## config.mk

```make
export PLATFORM = sky130hd
export DESIGN_NAME = nic_core
export DESIGN_NICKNAME = d
export VERILOG_FILES = /design/src/shared/nic_pkg.sv /design/src/rtl/nic_core.sv /design/src/rtl/nic_arbiter.sv
export SDC_FILE = /design/constraint.sdc
export NUM_CORES = 1
export LEC_CHECK = 0
export ABC_AREA = 1
export BUFFER_PORTS_ARGS = -buffer_cell sky130_fd_sc_hd__buf_2
export CORE_ASPECT_RATIO = 0.75
export CORE_UTILIZATION = 30
export CTS_BUF_LIST = sky130_fd_sc_hd__clkbuf_4
export CTS_CLUSTER_DIAMETER = 40
export DETAILED_ROUTE_END_ITERATION = 10
export MAX_ROUTING_LAYER = met4
export PLACE_DENSITY = 0.58
export SYNTH_ARGS = -nofsm -noshare
export SYNTH_HDL_FRONTEND = slang
export SYNTH_SLANG_ARGS = --single-unit
```

## constraint.sdc

```tcl
create_clock -name pclk -period 13.4 [get_ports pclk]
set_input_delay 2.01 -clock pclk [delete_from_list [all_inputs] [get_ports pclk]]
set_output_delay 2.01 -clock pclk [all_outputs]
set_load 0.01 [all_outputs]
```

## src/shared/nic_pkg.sv

```systemverilog
// nic_pkg: constants, enums and carrier structs of the nested interrupt
// controller. Assumes one 25 MHz clock domain and an APB register port.
package nic_pkg;

  // vector set: index 0 is the top-level pin, 1..13 the maskable sources
  localparam int          NVEC          = 14;
  localparam int          EXT_FIRST     = 2;      // first external vector
  localparam int          EXT_GROUPS    = 4;      // external vectors
  localparam int          EXT_PINS      = 4;      // pins per external group
  localparam int          SUP_IDX       = 1;      // supply monitor vector
  // vectors able to end halt, index 13 down to 0
  localparam logic [13:0] HALT_WAKE_MASK = 14'h00BF;

  // vector addresses at the top of memory
  localparam logic [15:0] VEC_RESET     = 16'hFFFE;
  localparam logic [15:0] VEC_TRAP      = 16'hFFFC;
  localparam logic [15:0] VEC_TLI       = 16'hFFFA;
  localparam logic [15:0] VEC_TOP       = 16'hFFE0;

  // priority level codes of the two condition register bits
  localparam logic [1:0]  LVL0          = 2'h2;   // main program
  localparam logic [1:0]  LVL1          = 2'h1;
  localparam logic [1:0]  LVL2          = 2'h0;
  localparam logic [1:0]  LVL3          = 2'h3;   // interrupts disabled
  localparam int          CC_LVL_HI_BIT = 5;
  localparam int          CC_LVL_LO_BIT = 3;

  // register offsets (byte addresses)
  localparam logic [11:0] OFF_PRIO0     = 12'h000;
  localparam logic [11:0] OFF_PRIO1     = 12'h004;
  localparam logic [11:0] OFF_PRIO2     = 12'h008;
  localparam logic [11:0] OFF_PRIO3     = 12'h00C;
  localparam logic [11:0] OFF_CFG       = 12'h010;
  localparam logic [11:0] OFF_EXTSEL    = 12'h014;
  localparam logic [11:0] OFF_STAT      = 12'h018;

  // field positions and reset values
  localparam int          CFG_TLI_RISE_BIT = 0;
  localparam int          CFG_SUP_IE_BIT   = 1;
  localparam int          STAT_PEND_LSB    = 16;
  localparam int          STAT_TRAP_BIT    = 30;
  localparam logic [7:0]  PRIO_RST      = 8'hFF;
  localparam logic [7:0]  PRIO3_RO_MASK = 8'hF0;  // upper nibble reads one
  localparam logic [1:0]  CFG_RST       = 2'h1;
  localparam logic [15:0] EXTSEL_RST    = 16'h0000;

  typedef enum logic [2:0] {
    ST_RESET  = 3'b000,
    ST_IDLE   = 3'b001,
    ST_STACK  = 3'b010,
    ST_VECTOR = 3'b011
  } nic_state_e;

  typedef enum logic [1:0] {
    KIND_VEC   = 2'b00,
    KIND_TRAP  = 2'b01,
    KIND_RESET = 2'b10
  } nic_kind_e;

  typedef struct packed {
    logic [11:0] paddr;
    logic        psel;
    logic        penable;
    logic        pwrite;
    logic [31:0] pwdata;
  } nic_apb_req_s;

  typedef struct packed {
    logic [31:0] prdata;
    logic        pready;
    logic        pslverr;
  } nic_apb_rsp_s;

  typedef struct packed {
    logic       instr_boundary;   // pulse: instruction just finished
    logic       trap_exec;        // pulse: trap instruction executed
    logic       stack_done;       // pulse: four registers pushed
    logic       level_we;         // pulse: cpu loads priority bits
    logic [1:0] level_in;         // value for level_we
    logic       halted;
    logic       waiting;
  } nic_cpu_in_s;

  typedef struct packed {
    logic        stack_req;       // level: push pc, x, a, cc
    logic        vector_load;     // pulse: load pc from vector_addr
    logic [15:0] vector_addr;
    logic [1:0]  level;           // condition register bits 5 and 3
    logic        wake;
  } nic_cpu_out_s;

  typedef struct packed {
    nic_state_e        st;
    nic_kind_e         kind;
    logic [3:0]        idx;
    logic [15:0]       vaddr;
    logic [1:0]        level;
    logic [3:0][7:0]   prio;
    logic [1:0]        cfg;
    logic [15:0]       extsel;
    logic [31:0]       rdata;
    logic [NVEC-1:0]   lat;
    logic              sup_lat;
    logic              trap_pend;
    logic              halt_first;
    logic              tli_q;
    logic [EXT_GROUPS-1:0] ext_q;
    logic [NVEC-1:0]   preq_q;
    logic              sup_q;
  } nic_state_s;

  // software rank: 0 for main up to 3 for disabled
  function automatic logic [2:0] nic_rank(input logic [1:0] code);
    case (code)
      LVL0:    nic_rank = 3'h0;
      LVL1:    nic_rank = 3'h1;
      LVL2:    nic_rank = 3'h2;
      default: nic_rank = 3'h3;
    endcase
  endfunction

endpackage

```

## src/rtl/nic_core.sv

```systemverilog
// nic_core: nested interrupt controller of the 8-bit core. Latches the
// sources, arbitrates at instruction boundaries, drives the entry
// sequence and the priority level bits, and decides wake-up.
// Assumes synchronous inputs, an APB master, and a cpu that pushes its
// registers on stack_req and loads pc on vector_load.
//
// The APB slave port and the register addresses were left to the implementer.
`timescale 1ns/10ps
module nic_core
  import nic_pkg::*;
(
  input  wire logic                         pclk,
  input  wire logic                         presetn,
  input  wire nic_apb_req_s                 apb_req,
  output nic_apb_rsp_s                      apb_rsp,
  input  wire nic_cpu_in_s                  cpu_in,
  output nic_cpu_out_s                      cpu_out,
  input  wire logic                         tli_pin,
  input  wire logic [EXT_GROUPS*EXT_PINS-1:0] ext_pins,
  input  wire logic [NVEC-1:0]              periph_flag,
  input  wire logic [NVEC-1:0]              periph_irq_en,
  input  wire logic [NVEC-1:0]              periph_clear,
  input  wire logic                         supply_monitor_flag
);

  nic_state_s            s_reg;       // all state
  nic_state_s            s_next;      // next state
  logic                  tli_edge;    // selected edge on the pin
  logic [EXT_GROUPS-1:0] ext_or;      // ORed selected pins per group
  logic [EXT_GROUPS-1:0] ext_rise;    // new edge per group
  logic [NVEC-1:0]       preq;        // peripheral request level
  logic [NVEC-1:0]       set_v;       // latch set per vector
  logic [NVEC-1:0]       clr_v;       // latch clear per vector
  logic [NVEC-1:0]       entry_hit;   // vector entered this cycle
  logic [NVEC-1:0]       pend_arb;    // pending seen by the arbiter
  logic                  sup_toggle;  // supply monitor event
  logic                  halt_only;   // only halt-capable may go first
  logic                  win_valid;   // arbiter has a winner
  logic [3:0]            win_idx;     // arbiter winner
  logic                  entering;    // vector load cycle
  logic                  apb_wr;      // write completes this edge
  logic                  apb_setup;   // setup phase of a transfer
  logic                  mapped;      // address decodes
  logic [1:0]            entry_prio;  // stored level of the winner

  ////////////////////////////////////////////////////////////////////////
  // source conditioning
  assign tli_edge = s_reg.cfg[CFG_TLI_RISE_BIT]
                  ? (tli_pin & ~s_reg.tli_q)
                  : (~tli_pin & s_reg.tli_q);
  assign preq     = periph_flag & periph_irq_en;
  // the monitor flag interrupts on either transition when enabled
  assign sup_toggle = (supply_monitor_flag ^ s_reg.sup_q)
                    & s_reg.cfg[CFG_SUP_IE_BIT];
  assign entering = (s_reg.st == ST_VECTOR);
  assign ext_rise = ext_or & ~s_reg.ext_q;

  // one pass per external group and per vector
  for (genvar g = 0; g < EXT_GROUPS; g++) begin : g_ext
    // selected pins of a group share one line
    assign ext_or[g] = |(ext_pins[g*EXT_PINS +: EXT_PINS]
                       & s_reg.extsel[g*EXT_PINS +: EXT_PINS]);
  end

  for (genvar i = 0; i < NVEC; i++) begin : g_lat
    assign entry_hit[i] = entering & (s_reg.kind == KIND_VEC)
                        & (s_reg.idx == 4'(i));
    if (i == 0) begin : g_tli
      assign set_v[i] = tli_edge;
      assign clr_v[i] = entry_hit[i];
    end else if (i >= EXT_FIRST && i < EXT_FIRST + EXT_GROUPS) begin : g_e
      // edge latch drops on entry to its routine
      assign set_v[i] = ext_rise[i-EXT_FIRST];
      assign clr_v[i] = entry_hit[i];
    end else begin : g_p
      // only the clear sequence drops it, even if pending
      assign set_v[i] = preq[i] & ~s_reg.preq_q[i];
      assign clr_v[i] = periph_clear[i];
    end
  end

  ////////////////////////////////////////////////////////////////////////
  // arbitration input: during halt the monitor cannot compete
  assign halt_only = cpu_in.halted | s_reg.halt_first;
  always_comb begin
    pend_arb = s_reg.lat;
    // monitor event wakes from wait only
    if (!halt_only) begin
      pend_arb[SUP_IDX] = s_reg.lat[SUP_IDX] | s_reg.sup_lat;
    end
  end

  nic_arbiter u_arb (
    .pclk      (pclk),
    .presetn   (presetn),
    .pending   (pend_arb),
    // fields of vectors 0..13 only; the top nibble carries no vector
    .prio_flat (28'(s_reg.prio)),
    .cur_level (s_reg.level),
    .halt_only (halt_only),
    .win_valid (win_valid),
    .win_idx   (win_idx)
  );

  assign entry_prio = s_reg.prio[s_reg.idx[3:2]][{s_reg.idx[1:0], 1'b0} +: 2];

  ////////////////////////////////////////////////////////////////////////
  // apb decode
  assign apb_setup = apb_req.psel & ~apb_req.penable;
  assign apb_wr    = apb_req.psel & apb_req.penable & apb_req.pwrite;
  assign mapped    = (apb_req.paddr[1:0] == 2'h0)
                   && (apb_req.paddr <= OFF_STAT);

  // zero wait states: the read word was captured at setup
  assign apb_rsp.prdata  = s_reg.rdata;
  assign apb_rsp.pready  = 1'b1;
  assign apb_rsp.pslverr = apb_req.psel & apb_req.penable & ~mapped;

  ////////////////////////////////////////////////////////////////////////
  // cpu side
  assign cpu_out.stack_req   = (s_reg.st == ST_STACK);
  assign cpu_out.vector_load = entering;
  assign cpu_out.vector_addr = s_reg.vaddr;
  assign cpu_out.level       = s_reg.level;
  // masked or under-ranked requests never wake the core
  assign cpu_out.wake = (cpu_in.halted | cpu_in.waiting)
                      & (win_valid | s_reg.trap_pend);

  ////////////////////////////////////////////////////////////////////////
  // next state
  always_comb begin
    s_next        = s_reg;
    s_next.tli_q  = tli_pin;
    s_next.ext_q  = ext_or;
    s_next.preq_q = preq;
    s_next.sup_q  = supply_monitor_flag;

    // set beats a clear landing in the same cycle
    s_next.lat     = set_v | (s_reg.lat & ~clr_v);
    s_next.sup_lat = sup_toggle
                   | (s_reg.sup_lat & ~entry_hit[SUP_IDX]);
    s_next.trap_pend = cpu_in.trap_exec
                     | (s_reg.trap_pend
                        & ~(entering & s_reg.kind == KIND_TRAP));
    // first entry after halt must be halt-capable
    s_next.halt_first = cpu_in.halted
                      | (s_reg.halt_first
                         & ~(entering & s_reg.kind == KIND_VEC));

    // software loads of the level bits (return, unmask, pop)
    if (cpu_in.level_we) begin
      s_next.level = cpu_in.level_in;
    end

    case (s_reg.st)
      // reset skips stacking and starts at the reset vector
      ST_RESET: begin
        s_next.kind  = KIND_RESET;
        s_next.vaddr = VEC_RESET;
        s_next.st    = ST_VECTOR;
      end
      // arbitration only between instructions
      ST_IDLE: begin
        if (cpu_in.instr_boundary) begin
          if (s_reg.trap_pend) begin
            s_next.kind  = KIND_TRAP;
            s_next.vaddr = VEC_TRAP;
            s_next.st    = ST_STACK;
          end else if (win_valid) begin
            s_next.kind  = KIND_VEC;
            s_next.idx   = win_idx;
            // vectors step down two bytes from the pin vector
            s_next.vaddr = VEC_TLI - {11'h000, win_idx, 1'b0};
            s_next.st    = ST_STACK;
          end
        end
      end
      // hold the push request until the core is done
      ST_STACK: begin
        if (cpu_in.stack_done) begin
          s_next.st = ST_VECTOR;
        end
      end
      // one cycle: pc load and level change
      ST_VECTOR: begin
        if (s_reg.kind == KIND_VEC && s_reg.idx != 4'h0) begin
          s_next.level = entry_prio;
        end else begin
          s_next.level = LVL3;
        end
        s_next.st = ST_IDLE;
      end
      default: begin
        s_next.st = ST_IDLE;
      end
    endcase

    // register reads captured in the setup phase
    if (apb_setup) begin
      case (apb_req.paddr)
        OFF_PRIO0, OFF_PRIO1, OFF_PRIO2, OFF_PRIO3:
          s_next.rdata = {24'h000000, s_reg.prio[apb_req.paddr[3:2]]};
        OFF_CFG:    s_next.rdata = {30'h0, s_reg.cfg};
        OFF_EXTSEL: s_next.rdata = {16'h0000, s_reg.extsel};
        OFF_STAT: begin
          s_next.rdata = 32'h00000000;
          s_next.rdata[STAT_PEND_LSB +: NVEC] = s_reg.lat;
          s_next.rdata[STAT_TRAP_BIT]         = s_reg.trap_pend;
          s_next.rdata[CC_LVL_HI_BIT]         = s_reg.level[1];
          s_next.rdata[CC_LVL_LO_BIT]         = s_reg.level[0];
          s_next.rdata[2:0]                   = s_reg.st;
        end
        default: s_next.rdata = 32'h00000000;
      endcase
    end

    // writes take effect in the access phase
    if (apb_wr) begin
      case (apb_req.paddr)
        OFF_PRIO0, OFF_PRIO1, OFF_PRIO2, OFF_PRIO3: begin
          for (int f = 0; f < 4; f++) begin
            // level-zero code cannot be stored
            if (apb_req.pwdata[2*f +: 2] != LVL0) begin
              s_next.prio[apb_req.paddr[3:2]][2*f +: 2] =
                apb_req.pwdata[2*f +: 2];
            end
          end
          if (apb_req.paddr == OFF_PRIO3) begin
            s_next.prio[3] = s_next.prio[3] | PRIO3_RO_MASK;
          end
        end
        OFF_CFG:    s_next.cfg    = apb_req.pwdata[1:0];
        OFF_EXTSEL: s_next.extsel = apb_req.pwdata[15:0];
        default: begin
          s_next.cfg = s_next.cfg;
        end
      endcase
    end
  end

  ////////////////////////////////////////////////////////////////////////
  // state register; nested pushes are not bounded here
  always_ff @(posedge pclk or negedge presetn) begin
    if (!presetn) begin
      s_reg            <= '0;
      s_reg.st         <= ST_RESET;
      s_reg.kind       <= KIND_RESET;
      s_reg.vaddr      <= VEC_RESET;
      s_reg.level      <= LVL3;
      s_reg.prio       <= {4{PRIO_RST}};
      s_reg.cfg        <= CFG_RST;
      s_reg.extsel     <= EXTSEL_RST;
    end else begin
      s_reg <= s_next;
    end
  end
endmodule

```

## src/rtl/nic_arbiter.sv

```systemverilog
// nic_arbiter: picks the pending vector with the best software rank,
// hardware order breaking ties. Assumes latched pending bits as input.
`timescale 1ns/10ps
module nic_arbiter
  import nic_pkg::*;
(
  input  wire logic              pclk,
  input  wire logic              presetn,
  input  wire logic [NVEC-1:0]   pending,
  input  wire logic [2*NVEC-1:0] prio_flat,
  input  wire logic [1:0]        cur_level,
  input  wire logic              halt_only,
  output logic                   win_valid,
  output logic [3:0]             win_idx
);

  logic [NVEC-1:0] elig;          // may be taken now
  logic [2:0]      key [NVEC];    // software rank per vector
  logic [2:0]      best_key;      // rank of the current winner

  ////////////////////////////////////////////////////////////////////////
  // per vector eligibility
  for (genvar i = 0; i < NVEC; i++) begin : g_vec
    if (i == 0) begin : g_tli
      // pin interrupt outranks every software level
      assign key[i]  = 3'h4;
      assign elig[i] = pending[i] & (~halt_only | HALT_WAKE_MASK[i]);
    end else begin : g_mask
      assign key[i]  = nic_rank(prio_flat[2*i +: 2]);
      // must beat the running level, else stays pending
      assign elig[i] = pending[i] & (~halt_only | HALT_WAKE_MASK[i])
                     & (key[i] > nic_rank(cur_level));
    end
  end

  ////////////////////////////////////////////////////////////////////////
  // pick: best rank, lower index wins a tie
  always_comb begin
    win_valid = 1'b0;
    win_idx   = 4'h0;
    best_key  = 3'h0;
    // walk down from the top index so the lower index overwrites ties
    for (int j = NVEC - 1; j >= 0; j--) begin
      if (elig[j] && (!win_valid || key[j] >= best_key)) begin
        win_valid = 1'b1;
        win_idx   = 4'(j);
        best_key  = key[j];
      end
    end
  end
endmodule

```

==> impl_metrics.xml, run 1 <==
<?xml version="1.0" encoding="UTF-8"?>
<metrics>
  <group name="power">
    <metric name="power_per_cell_area" unit="nW/um2">146</metric>
    <metric name="proportion_of_power_drawn_by_combinational_gates" unit="">0.480</metric>
    <metric name="sw_power" unit="uW">623</metric>
    <metric name="power_leakage" unit="uW">0.00526</metric>
    <metric name="power.switching_fraction" unit="">0.423</metric>
    <metric name="internal-power" unit="uW">850</metric>
    <metric name="peakVddDrop" unit="mV">0.0686</metric>
    <metric name="total_power" unit="uW">1470</metric>
    <metric name="clock_power_share" unit="">0.215</metric>
    <metric name="power.share.sequential" unit="">0.305</metric>
  </group>
  <group name="timing">
    <metric name="finalCritPeriodShare" unit="">0.949</metric>
    <metric name="report.final.hold_viol_count" unit="">0</metric>
    <metric name="slew_viol_final" unit="">0</metric>
    <metric name="min_period" unit="ps">12720</metric>
    <metric name="timing_worst_slew_pin_value" unit="ps">1050</metric>
    <metric name="timing.final.setup_violations" unit="">0</metric>
    <metric name="worst_slew_margin_rel" unit="">0.300</metric>
    <metric name="clock-skew-final" unit="ps">36.6</metric>
    <metric name="fmaxAchievable" unit="MHz">78.6</metric>
  </group>
  <group name="clocking">
    <metric name="numCtsBuffers" unit="">17</metric>
    <metric name="insertion_delay" unit="ps">610</metric>
    <metric name="cts_root_buf" unit="">sky130_fd_sc_hd__clkbuf_4</metric>
    <metric name="clk_path_buf_depth" unit="">2</metric>
    <metric name="h_tree_lvl_count" unit="">4</metric>
    <metric name="cts_sinks" unit="">129</metric>
    <metric name="cts-hold-fix-buffers" unit="">0</metric>
    <metric name="tritoncts" unit="">yes</metric>
    <metric name="clk_pin_slew_worst_paths" unit="ps">130</metric>
  </group>
  <group name="final_layout">
    <metric name="fin_area" unit="um2">10100</metric>
    <metric name="largest_reg_flops" unit="">77</metric>
    <metric name="post_route_cells_drive_above_1_share" unit="">0.314</metric>
    <metric name="regArea" unit="um2">3280</metric>
    <metric name="fillers" unit="">2842</metric>
    <metric name="net_count_of_the_finished_layout" unit="">1365</metric>
    <metric name="flow.area_growth_from_synthesis" unit="%">20.4</metric>
    <metric name="multi_input_logic_area" unit="um2">4290</metric>
  </group>
  <group name="synthesis">
    <metric name="netlist_top_cells_count" unit="">sky130_fd_sc_hd__nand2_1 (199), sky130_fd_sc_hd__inv_1 (159), sky130_fd_sc_hd__dfrtp_1 (87), sky130_fd_sc_hd__o21ai_0 (78), sky130_fd_sc_hd__nor2_1 (76)</metric>
    <metric name="synth-async-reset-ratio" unit="">1.00</metric>
    <metric name="synthXorXnorAreaFrac" unit="">0</metric>
    <metric name="synth_area" unit="um2">8370</metric>
    <metric name="synth_most_common_cell" unit="">sky130_fd_sc_hd__nand2_1</metric>
    <metric name="synth-edff-count" unit="">0</metric>
    <metric name="postSynthAreaPerCell" unit="um2">8.16</metric>
    <metric name="synthesis.yosys.warnings" unit="">0</metric>
    <metric name="post_synth_inst_count" unit="">1026</metric>
    <metric name="yosys_most_used_dff" unit="">sky130_fd_sc_hd__dfrtp_1</metric>
    <metric name="synthAdderAreaFrac" unit="">0.111</metric>
    <metric name="compound_cell_area_share_of_the_yosys_netlist" unit="">0.159</metric>
    <metric name="synth.area.top_cells" unit="">sky130_fd_sc_hd__dfrtp_1 (26%), sky130_fd_sc_hd__dfstp_2 (13%), sky130_fd_sc_hd__ha_1 (11%), sky130_fd_sc_hd__nand2_1 (8.9%), sky130_fd_sc_hd__inv_1 (7.1%)</metric>
    <metric name="yosys.area_share.simple" unit="">0.199</metric>
    <metric name="synth_top_area_share" unit="">0.260</metric>
    <metric name="synth_cell_type_count" unit="">52</metric>
    <metric name="yosys_register_bits" unit="">129</metric>
    <metric name="synth_area_leader_cell" unit="">sky130_fd_sc_hd__dfrtp_1</metric>
    <metric name="synth_top_family_by_area" unit="">simple AND/OR/NAND/NOR gates</metric>
    <metric name="synth_seq_area_share" unit="">0.392</metric>
    <metric name="synth_mux_area_frac" unit="">0.0134</metric>
  </group>
  <group name="global_routing">
    <metric name="grt_usage" unit="">0.182</metric>
    <metric name="first_global_vias" unit="">6895</metric>
    <metric name="grt_pass1_wl" unit="um">38500</metric>
    <metric name="grt_overflow_total" unit="">0</metric>
    <metric name="grt_max_degree" unit="">78</metric>
    <metric name="number_of_antenna_violations_at_the_first_check_in_global_routing" unit="">1</metric>
  </group>
  <group name="critical_path">
    <metric name="timing_worst_setup_path_type" unit="">primary input to flop</metric>
    <metric name="critical_path.reg2reg.endpoint" unit="">cpu_out[7]$_DFFE_PN1P_</metric>
    <metric name="critical_path_s_most_frequent_cell" unit="">sky130_fd_sc_hd__nand2_2</metric>
    <metric name="logic_depth_of_the_worst_register_to_register_path" unit="">104</metric>
    <metric name="r2r-start" unit="">cpu_out[2]$_DFFE_PN1P_</metric>
    <metric name="slowest_delay" unit="ps">320</metric>
    <metric name="worst-path-max-fanout" unit="">5</metric>
    <metric name="flop2flop_setup_slack" unit="ps">800</metric>
    <metric name="arrival" unit="ps">13250</metric>
    <metric name="worstPathBufferInverterCount" unit="">14</metric>
    <metric name="cp_top_family" unit="">simple AND/OR/NAND/NOR gates</metric>
    <metric name="startpoint_type" unit="">primary input</metric>
    <metric name="cp_slowest_cell" unit="">sky130_fd_sc_hd__ha_1</metric>
    <metric name="critPathCaptureType" unit="">flop</metric>
    <metric name="critPathRequiredTime" unit="ps">13930</metric>
  </group>
  <group name="worst_hold_path">
    <metric name="holdCritPathClass" unit="">flop to flop</metric>
    <metric name="timing.hold.worst.start" unit="">s_reg[8]$_DFF_PN0_</metric>
    <metric name="min_delay_path_depth" unit="">1</metric>
    <metric name="worst_hold_path.endpoint" unit="">pend_arb[7]$_DFF_PN0_</metric>
  </group>
  <group name="die">
    <metric name="ios" unit="">172</metric>
    <metric name="fp.coreArea" unit="um2">27200</metric>
    <metric name="floorplan.initialDensity" unit="">0.308</metric>
    <metric name="die-area" unit="um2">28600</metric>
    <metric name="fp.dieW" unit="um">195</metric>
    <metric name="num_rows" unit="">52</metric>
    <metric name="die_h" unit="um">147</metric>
  </group>
  <group name="route">
    <metric name="post_drt_via_cell_ratio" unit="">4.77</metric>
    <metric name="drt_iter0_markers" unit="">574</metric>
    <metric name="detail_route.wl_per_cell" unit="um">16.3</metric>
    <metric name="dr_total_vias" unit="">7341</metric>
    <metric name="drc" unit="">0</metric>
    <metric name="met2WireLength" unit="um">10600</metric>
    <metric name="wl_met1" unit="um">12600</metric>
    <metric name="postRouteWirelength" unit="um">25000</metric>
    <metric name="maxUsedRoutingLayer" unit="">met4</metric>
    <metric name="ant_nets_after_route" unit="">0</metric>
    <metric name="routed-wl-met3" unit="um">1660</metric>
    <metric name="firstDrtPassIters" unit="">5</metric>
  </group>
  <group name="placement">
    <metric name="io_buffers" unit="">137</metric>
    <metric name="detailedPlacementHpwl" unit="um">19300</metric>
    <metric name="place_congestion" unit="">0.930</metric>
    <metric name="placement.cell_area" unit="um2">9410</metric>
  </group>
  <group name="flow_run">
    <metric name="cap_violations" unit="">0</metric>
  </group>
  <group name="outcome">
    <metric name="outcome" unit="">finished clean</metric>
  </group>
</metrics>
[metal layers]
| layer | global-route usage | up-vias |
|---|---|---|
| met3 | 0.0388 | 11 |
| met1 | 0.269 | 3502 |
| met2 | 0.254 | 203 |
| met4 | 0.0319 | 0 |
| met5 | - | - |
| li1 | - | 3625 |
[metrics by stage]
stage                     setup WS [ps]  utilization  setup TNS, ps  hold WS (ps)  cells
after global placement             -318        0.346           -878           416   1496
after CTS                          30.7        0.358              0           437   1528
after detailed placement           -646        0.346          -2760           419   1496
after floorplan                     396            -              0           410   1027
final                               677        0.371              0           436   1539
after global routing               -138        0.371           -152           444   1539
[worst max-delay path by stage]
stage | start | end | slack (ps) | cells past startpoint
2_1_floorplan | cpu_in[1] | cpu_out[7]$_DFFE_PN1P_ | 400 | 94
3_3_place_gp | cpu_in[1] | cpu_out[7]$_DFFE_PN1P_ | -320 | 101
3_5_place_dp | cpu_in[1] | cpu_out[7]$_DFFE_PN1P_ | -650 | 100
4_1_cts | cpu_in[1] | cpu_out[7]$_DFFE_PN1P_ | 30 | 104
5_1_grt | cpu_in[1] | cpu_out[7]$_DFFE_PN1P_ | -140 | 104
6_report | cpu_in[1] | cpu_out[7]$_DFFE_PN1P_ | 680 | 103
[kinds of logic (layout without fill, tap and decap cells)]
kind of cell,after synthesis,in the layout
compound gates,216,216
fa+ha+maj,74,74
buf+inv,229,389
flops,129,129
mux,10,10
other cells,2,4
simple gates,366,366
[cell type report]
class,count,area share
multi-input cells,669,0.426
clock inverters,14,0.0186
flip-flops and latches,129,0.325
well taps,351,0.0436
diodes,1,0.000248
repair buffers,192,0.111
inverters,165,0.0619
clock buffers,18,0.0134
[power by group through the flow]
stage | Sequential (uW) | Combinational (uW) | Clock, uW
2_1_floorplan | 445 | 436 | 0
3_5_place_dp | 457 | 623 | 0
4_1_cts | 450 | 630 | 323
5_1_grt | 455 | 799 | 341
3_3_place_gp | 455 | 606 | 0
6_report | 450 | 707 | 317
[worst register-to-register path, delay by kind of cell (launching register included)]
| family | cells | cell delay, ps |
|---|---|---|
| AO/OA/AOI/OAI | 22 | 1970 |
| AND/OR/NAND/NOR | 54 | 5130 |
| buffers and inverters | 13 | 850 |
| flip-flops | 1 | 570 |
| adder cells (fa/ha/maj) | 15 | 4010 |
[repair_timing]
action | in CTS | in global routing
buffers inserted | 0 | 11
endpoints found under the setup margin | 1 | 8
pin swaps | 0 | 61
gates resized for setup | 2 | 76
[layout by cell type, fill, tap and decap left out, drive strengths merged, types with 8 or more instances in the layout]
cell    instances
o31ai          12
a22o            8
nor2           80
nand2         219
ha             74
a22oi          11
o22ai          27
mux2           10
nor3           10
nand3          40
inv           163
dfrtp          87
buf           192
a21oi          41
or2             8
clkinv          9
dfstp          42
clkbuf         18
o21ai          92
(Power assumes the default switching activity.)
==> run 2: changes to the inputs <==
Settings changed: ABC_AREA 1 to 0, CELL_PAD_IN_SITES_DETAIL_PLACEMENT set to 1, CELL_PAD_IN_SITES_GLOBAL_PLACEMENT set to 1, PLACE_DENSITY 0.58 to 0.67.
Clock period 13.4 ns to 13.71 ns, I/O delays scaled along.
==> impl_metrics.xml, run 2 <==
<?xml version="1.0" encoding="UTF-8"?>
<metrics>
  <group name="critical_path">
    <metric name="critPathCaptureType" unit="">flop</metric>
    <metric name="worst-path-max-fanout" unit="">6</metric>
    <metric name="cp_slowest_cell" unit="">sky130_fd_sc_hd__mux2_4</metric>
    <metric name="startpoint_type" unit="">primary input</metric>
    <metric name="slowest_delay" unit="ps">330</metric>
    <metric name="arrival" unit="ps">16990</metric>
    <metric name="timing.critical_path.from" unit="">cpu_in[1]</metric>
    <metric name="r2r-start" unit="">cpu_out[2]$_DFFE_PN1P_</metric>
    <metric name="critical_path_s_most_frequent_cell" unit="">sky130_fd_sc_hd__ha_1</metric>
    <metric name="timing_worst_setup_path_type" unit="">primary input to flop</metric>
    <metric name="critPathRequiredTime" unit="ps">14210</metric>
  </group>
  <group name="synthesis">
    <metric name="post_synth_inst_count" unit="">887</metric>
    <metric name="synth_mux_area_frac" unit="">0.0769</metric>
    <metric name="synth.area.top_cells" unit="">sky130_fd_sc_hd__dfrtp_1 (26%), sky130_fd_sc_hd__dfstp_2 (13%), sky130_fd_sc_hd__ha_1 (11%), sky130_fd_sc_hd__nand2_1 (5.7%), sky130_fd_sc_hd__buf_4 (4.6%)</metric>
    <metric name="synth_area_leader_cell" unit="">sky130_fd_sc_hd__dfrtp_1</metric>
    <metric name="synth_seq_area_share" unit="">0.386</metric>
    <metric name="synth-async-reset-ratio" unit="">1.00</metric>
    <metric name="synthesis.yosys.warnings" unit="">0</metric>
    <metric name="yosys_register_bits" unit="">129</metric>
    <metric name="yosys.area_share.simple" unit="">0.163</metric>
    <metric name="compound_cell_area_share_of_the_yosys_netlist" unit="">0.184</metric>
    <metric name="synth_cell_type_count" unit="">79</metric>
    <metric name="synthXorXnorAreaFrac" unit="">0.00103</metric>
    <metric name="postSynthAreaPerCell" unit="um2">9.58</metric>
    <metric name="synth-edff-count" unit="">0</metric>
    <metric name="synthAdderAreaFrac" unit="">0.109</metric>
    <metric name="synth_area" unit="um2">8500</metric>
    <metric name="netlist_top_cells_count" unit="">sky130_fd_sc_hd__nand2_1 (130), sky130_fd_sc_hd__dfrtp_1 (87), sky130_fd_sc_hd__ha_1 (74), sky130_fd_sc_hd__nor2_1 (61), sky130_fd_sc_hd__o21ai_0 (60)</metric>
    <metric name="synth_most_common_cell" unit="">sky130_fd_sc_hd__nand2_1</metric>
    <metric name="synth_top_family_by_area" unit="">compound AO/OA/AOI/OAI gates</metric>
    <metric name="yosys_most_used_dff" unit="">sky130_fd_sc_hd__dfrtp_1</metric>
    <metric name="synth_top_area_share" unit="">0.256</metric>
  </group>
  <group name="global_routing">
    <metric name="number_of_antenna_violations_at_the_first_check_in_global_routing" unit="">3</metric>
    <metric name="grt_overflow_total" unit="">0</metric>
    <metric name="first_global_vias" unit="">7658</metric>
    <metric name="grt_usage" unit="">0.200</metric>
    <metric name="grt_pass1_wl" unit="um">43000</metric>
    <metric name="grt_max_degree" unit="">74</metric>
  </group>
  <group name="timing">
    <metric name="worst_slew_margin_rel" unit="">0.297</metric>
    <metric name="fmaxAchievable" unit="MHz">60.6</metric>
    <metric name="timing_worst_slew_pin_value" unit="ps">1050</metric>
    <metric name="timing.final.setup_violations" unit="">8</metric>
    <metric name="finalWorstSetupSlack" unit="ps">-2780</metric>
    <metric name="slew_viol_final" unit="">0</metric>
    <metric name="timing.setup.tns" unit="ps">-19160</metric>
    <metric name="report.final.hold_viol_count" unit="">0</metric>
    <metric name="finalCritPeriodShare" unit="">1.20</metric>
    <metric name="setup_repair_after_global_routing_missed_its_margin" unit="">yes</metric>
    <metric name="clock-skew-final" unit="ps">24.7</metric>
    <metric name="min_period" unit="ps">16490</metric>
  </group>
  <group name="power">
    <metric name="power_leakage" unit="uW">0.00520</metric>
    <metric name="power_per_cell_area" unit="nW/um2">117</metric>
    <metric name="peakVddDrop" unit="mV">0.0486</metric>
  </group>
  <group name="clocking">
    <metric name="cts_root_buf" unit="">sky130_fd_sc_hd__clkbuf_4</metric>
    <metric name="h_tree_lvl_count" unit="">4</metric>
    <metric name="numCtsBuffers" unit="">17</metric>
    <metric name="clk_pin_slew_worst_paths" unit="ps">150</metric>
    <metric name="tritoncts" unit="">yes</metric>
    <metric name="insertion_delay" unit="ps">590</metric>
    <metric name="clk_path_buf_depth" unit="">2</metric>
    <metric name="cts_sinks" unit="">129</metric>
  </group>
  <group name="worst_hold_path">
    <metric name="holdCritPathClass" unit="">flop to flop</metric>
    <metric name="timing.hold.worst.start" unit="">s_reg[11]$_DFF_PN0_</metric>
  </group>
  <group name="die">
    <metric name="die_h" unit="um">148</metric>
    <metric name="ios" unit="">172</metric>
    <metric name="fp.dieW" unit="um">196</metric>
    <metric name="fp.coreArea" unit="um2">27400</metric>
    <metric name="floorplan.initialDensity" unit="">0.310</metric>
    <metric name="num_rows" unit="">52</metric>
    <metric name="die-area" unit="um2">29000</metric>
  </group>
  <group name="outcome">
    <metric name="outcome" unit="">complete, but fails checks</metric>
    <metric name="violations" unit="">setup timing</metric>
  </group>
  <group name="final_layout">
    <metric name="post_route_cells_drive_above_1_share" unit="">0.417</metric>
    <metric name="flow.area_growth_from_synthesis" unit="%">27.8</metric>
    <metric name="net_count_of_the_finished_layout" unit="">1273</metric>
    <metric name="utilization" unit="">0.396</metric>
    <metric name="mostFrequentLayoutCell" unit="">sky130_fd_sc_hd__buf_2</metric>
    <metric name="largest_reg_flops" unit="">77</metric>
    <metric name="most_used_cells_in_the_layout_excluding_fill_and_tap_cells" unit="">sky130_fd_sc_hd__buf_2 (135), sky130_fd_sc_hd__nand2_1 (128), sky130_fd_sc_hd__buf_4 (110)</metric>
  </group>
  <group name="route">
    <metric name="dr_total_vias" unit="">7362</metric>
    <metric name="post_drt_via_cell_ratio" unit="">4.98</metric>
    <metric name="detail_route.wl_per_cell" unit="um">18.7</metric>
    <metric name="ant_nets_after_route" unit="">0</metric>
    <metric name="drc" unit="">0</metric>
    <metric name="firstDrtPassIters" unit="">4</metric>
    <metric name="drt_iter0_markers" unit="">407</metric>
    <metric name="postRouteWirelength" unit="um">27700</metric>
  </group>
  <group name="placement">
    <metric name="io_buffers" unit="">137</metric>
    <metric name="place_congestion" unit="">0.883</metric>
    <metric name="detailedPlacementHpwl" unit="um">21000</metric>
  </group>
  <group name="flow_run">
    <metric name="cap_violations" unit="">0</metric>
  </group>
</metrics>
==> run 2: final cells by class <==
type / instances / area (um2)
fill: 3132 / 16500
timing repair buffer: 251 / 1570
sequential: 129 / 3280
multi-input combinational: 634 / 5040
inverter: 49 / 184
tap: 378 / 473
clock buffer: 17 / 128
antenna: 4 / 10.0
clock inverter: 15 / 168
==> run 2: path summary, 6_finish.rpt <==
| check | end | slack, ps | depth (start not counted) |
|---|---|---|---|
| worst max-delay path | cpu_out[7]$_DFFE_PN1P_ | -2780 | 88 |
| min in group asynchronous | apb_rsp[4]$_DFFE_PN0P_ | 1480 | 1 |
| worst min-delay path | pend_arb[10]$_DFF_PN0_ | 400 | 1 |
| worst min register to register | pend_arb[10]$_DFF_PN0_ | 400 | 1 |
| max in group asynchronous | s_reg[18]$_DFF_PN0_ | 10980 | 2 |
| worst max register to register | cpu_out[7]$_DFFE_PN1P_ | -2620 | 92 |
==> run 2: what timing repair did <==
| action | 4_1_cts | 5_1_grt |
|---|---|---|
| setup buffers | 25 | 16 |
| hold buffers | 0 | 0 |
| gates resized for setup | 30 | 15 |
| endpoints found under the setup margin | 8 | 8 |
| pin swaps | 33 | 57 |
==> run 2: layer usage <==
layer,track usage,part of all wire
met5,-,0
met4,0.0441,0.013
met3,0.0379,0.047
met2,0.290,0.44
met1,0.288,0.50
==> run 2: cells by family after synthesis <==
kind of cell / count (synthesis)
and+or+nand+nor: 295
adders and majority gates: 74
muxes: 42
buffers and inverters: 125
xor gates and xnor gates: 1
AOI/OAI and AO/OA: 219
DFF: 129
other: 2
==> run 2: power by group <==
part	switching [uW]	total, uW	internal (uW)	leakage (uW)
logic	298	534	235	0.00345
registers	43.3	451	408	0.00160
clock network	161	285	124	0.000145
total	503	1270	768	0.00520
==> run 2: metrics by stage <==
| step | hold slack (ps) | instance area (um2) | std cells | power, uW | setup WS [ps] |
|---|---|---|---|---|---|
| 6_report | 403 | 10900 | 1477 | 1270 | -2780 |
| 5_1_grt | 413 | 10900 | 1476 | 1350 | -3420 |
| 4_1_cts | 409 | 10700 | 1458 | 1260 | -2150 |
| 3_5_place_dp | 410 | 10000 | 1401 | 941 | -3090 |
| 3_3_place_gp | 402 | 10000 | 1401 | 920 | -2470 |
| 2_1_floorplan | 399 | 8770 | 888 | 763 | -2480 |
==> run 2: critical path, delay by kind of cell <==
family / cells / cell delay, ps
simple gates: 31 / 3930
compound gates: 35 / 5940
buf+inv: 7 / 1040
mux: 2 / 580
fa+ha+maj: 13 / 3430
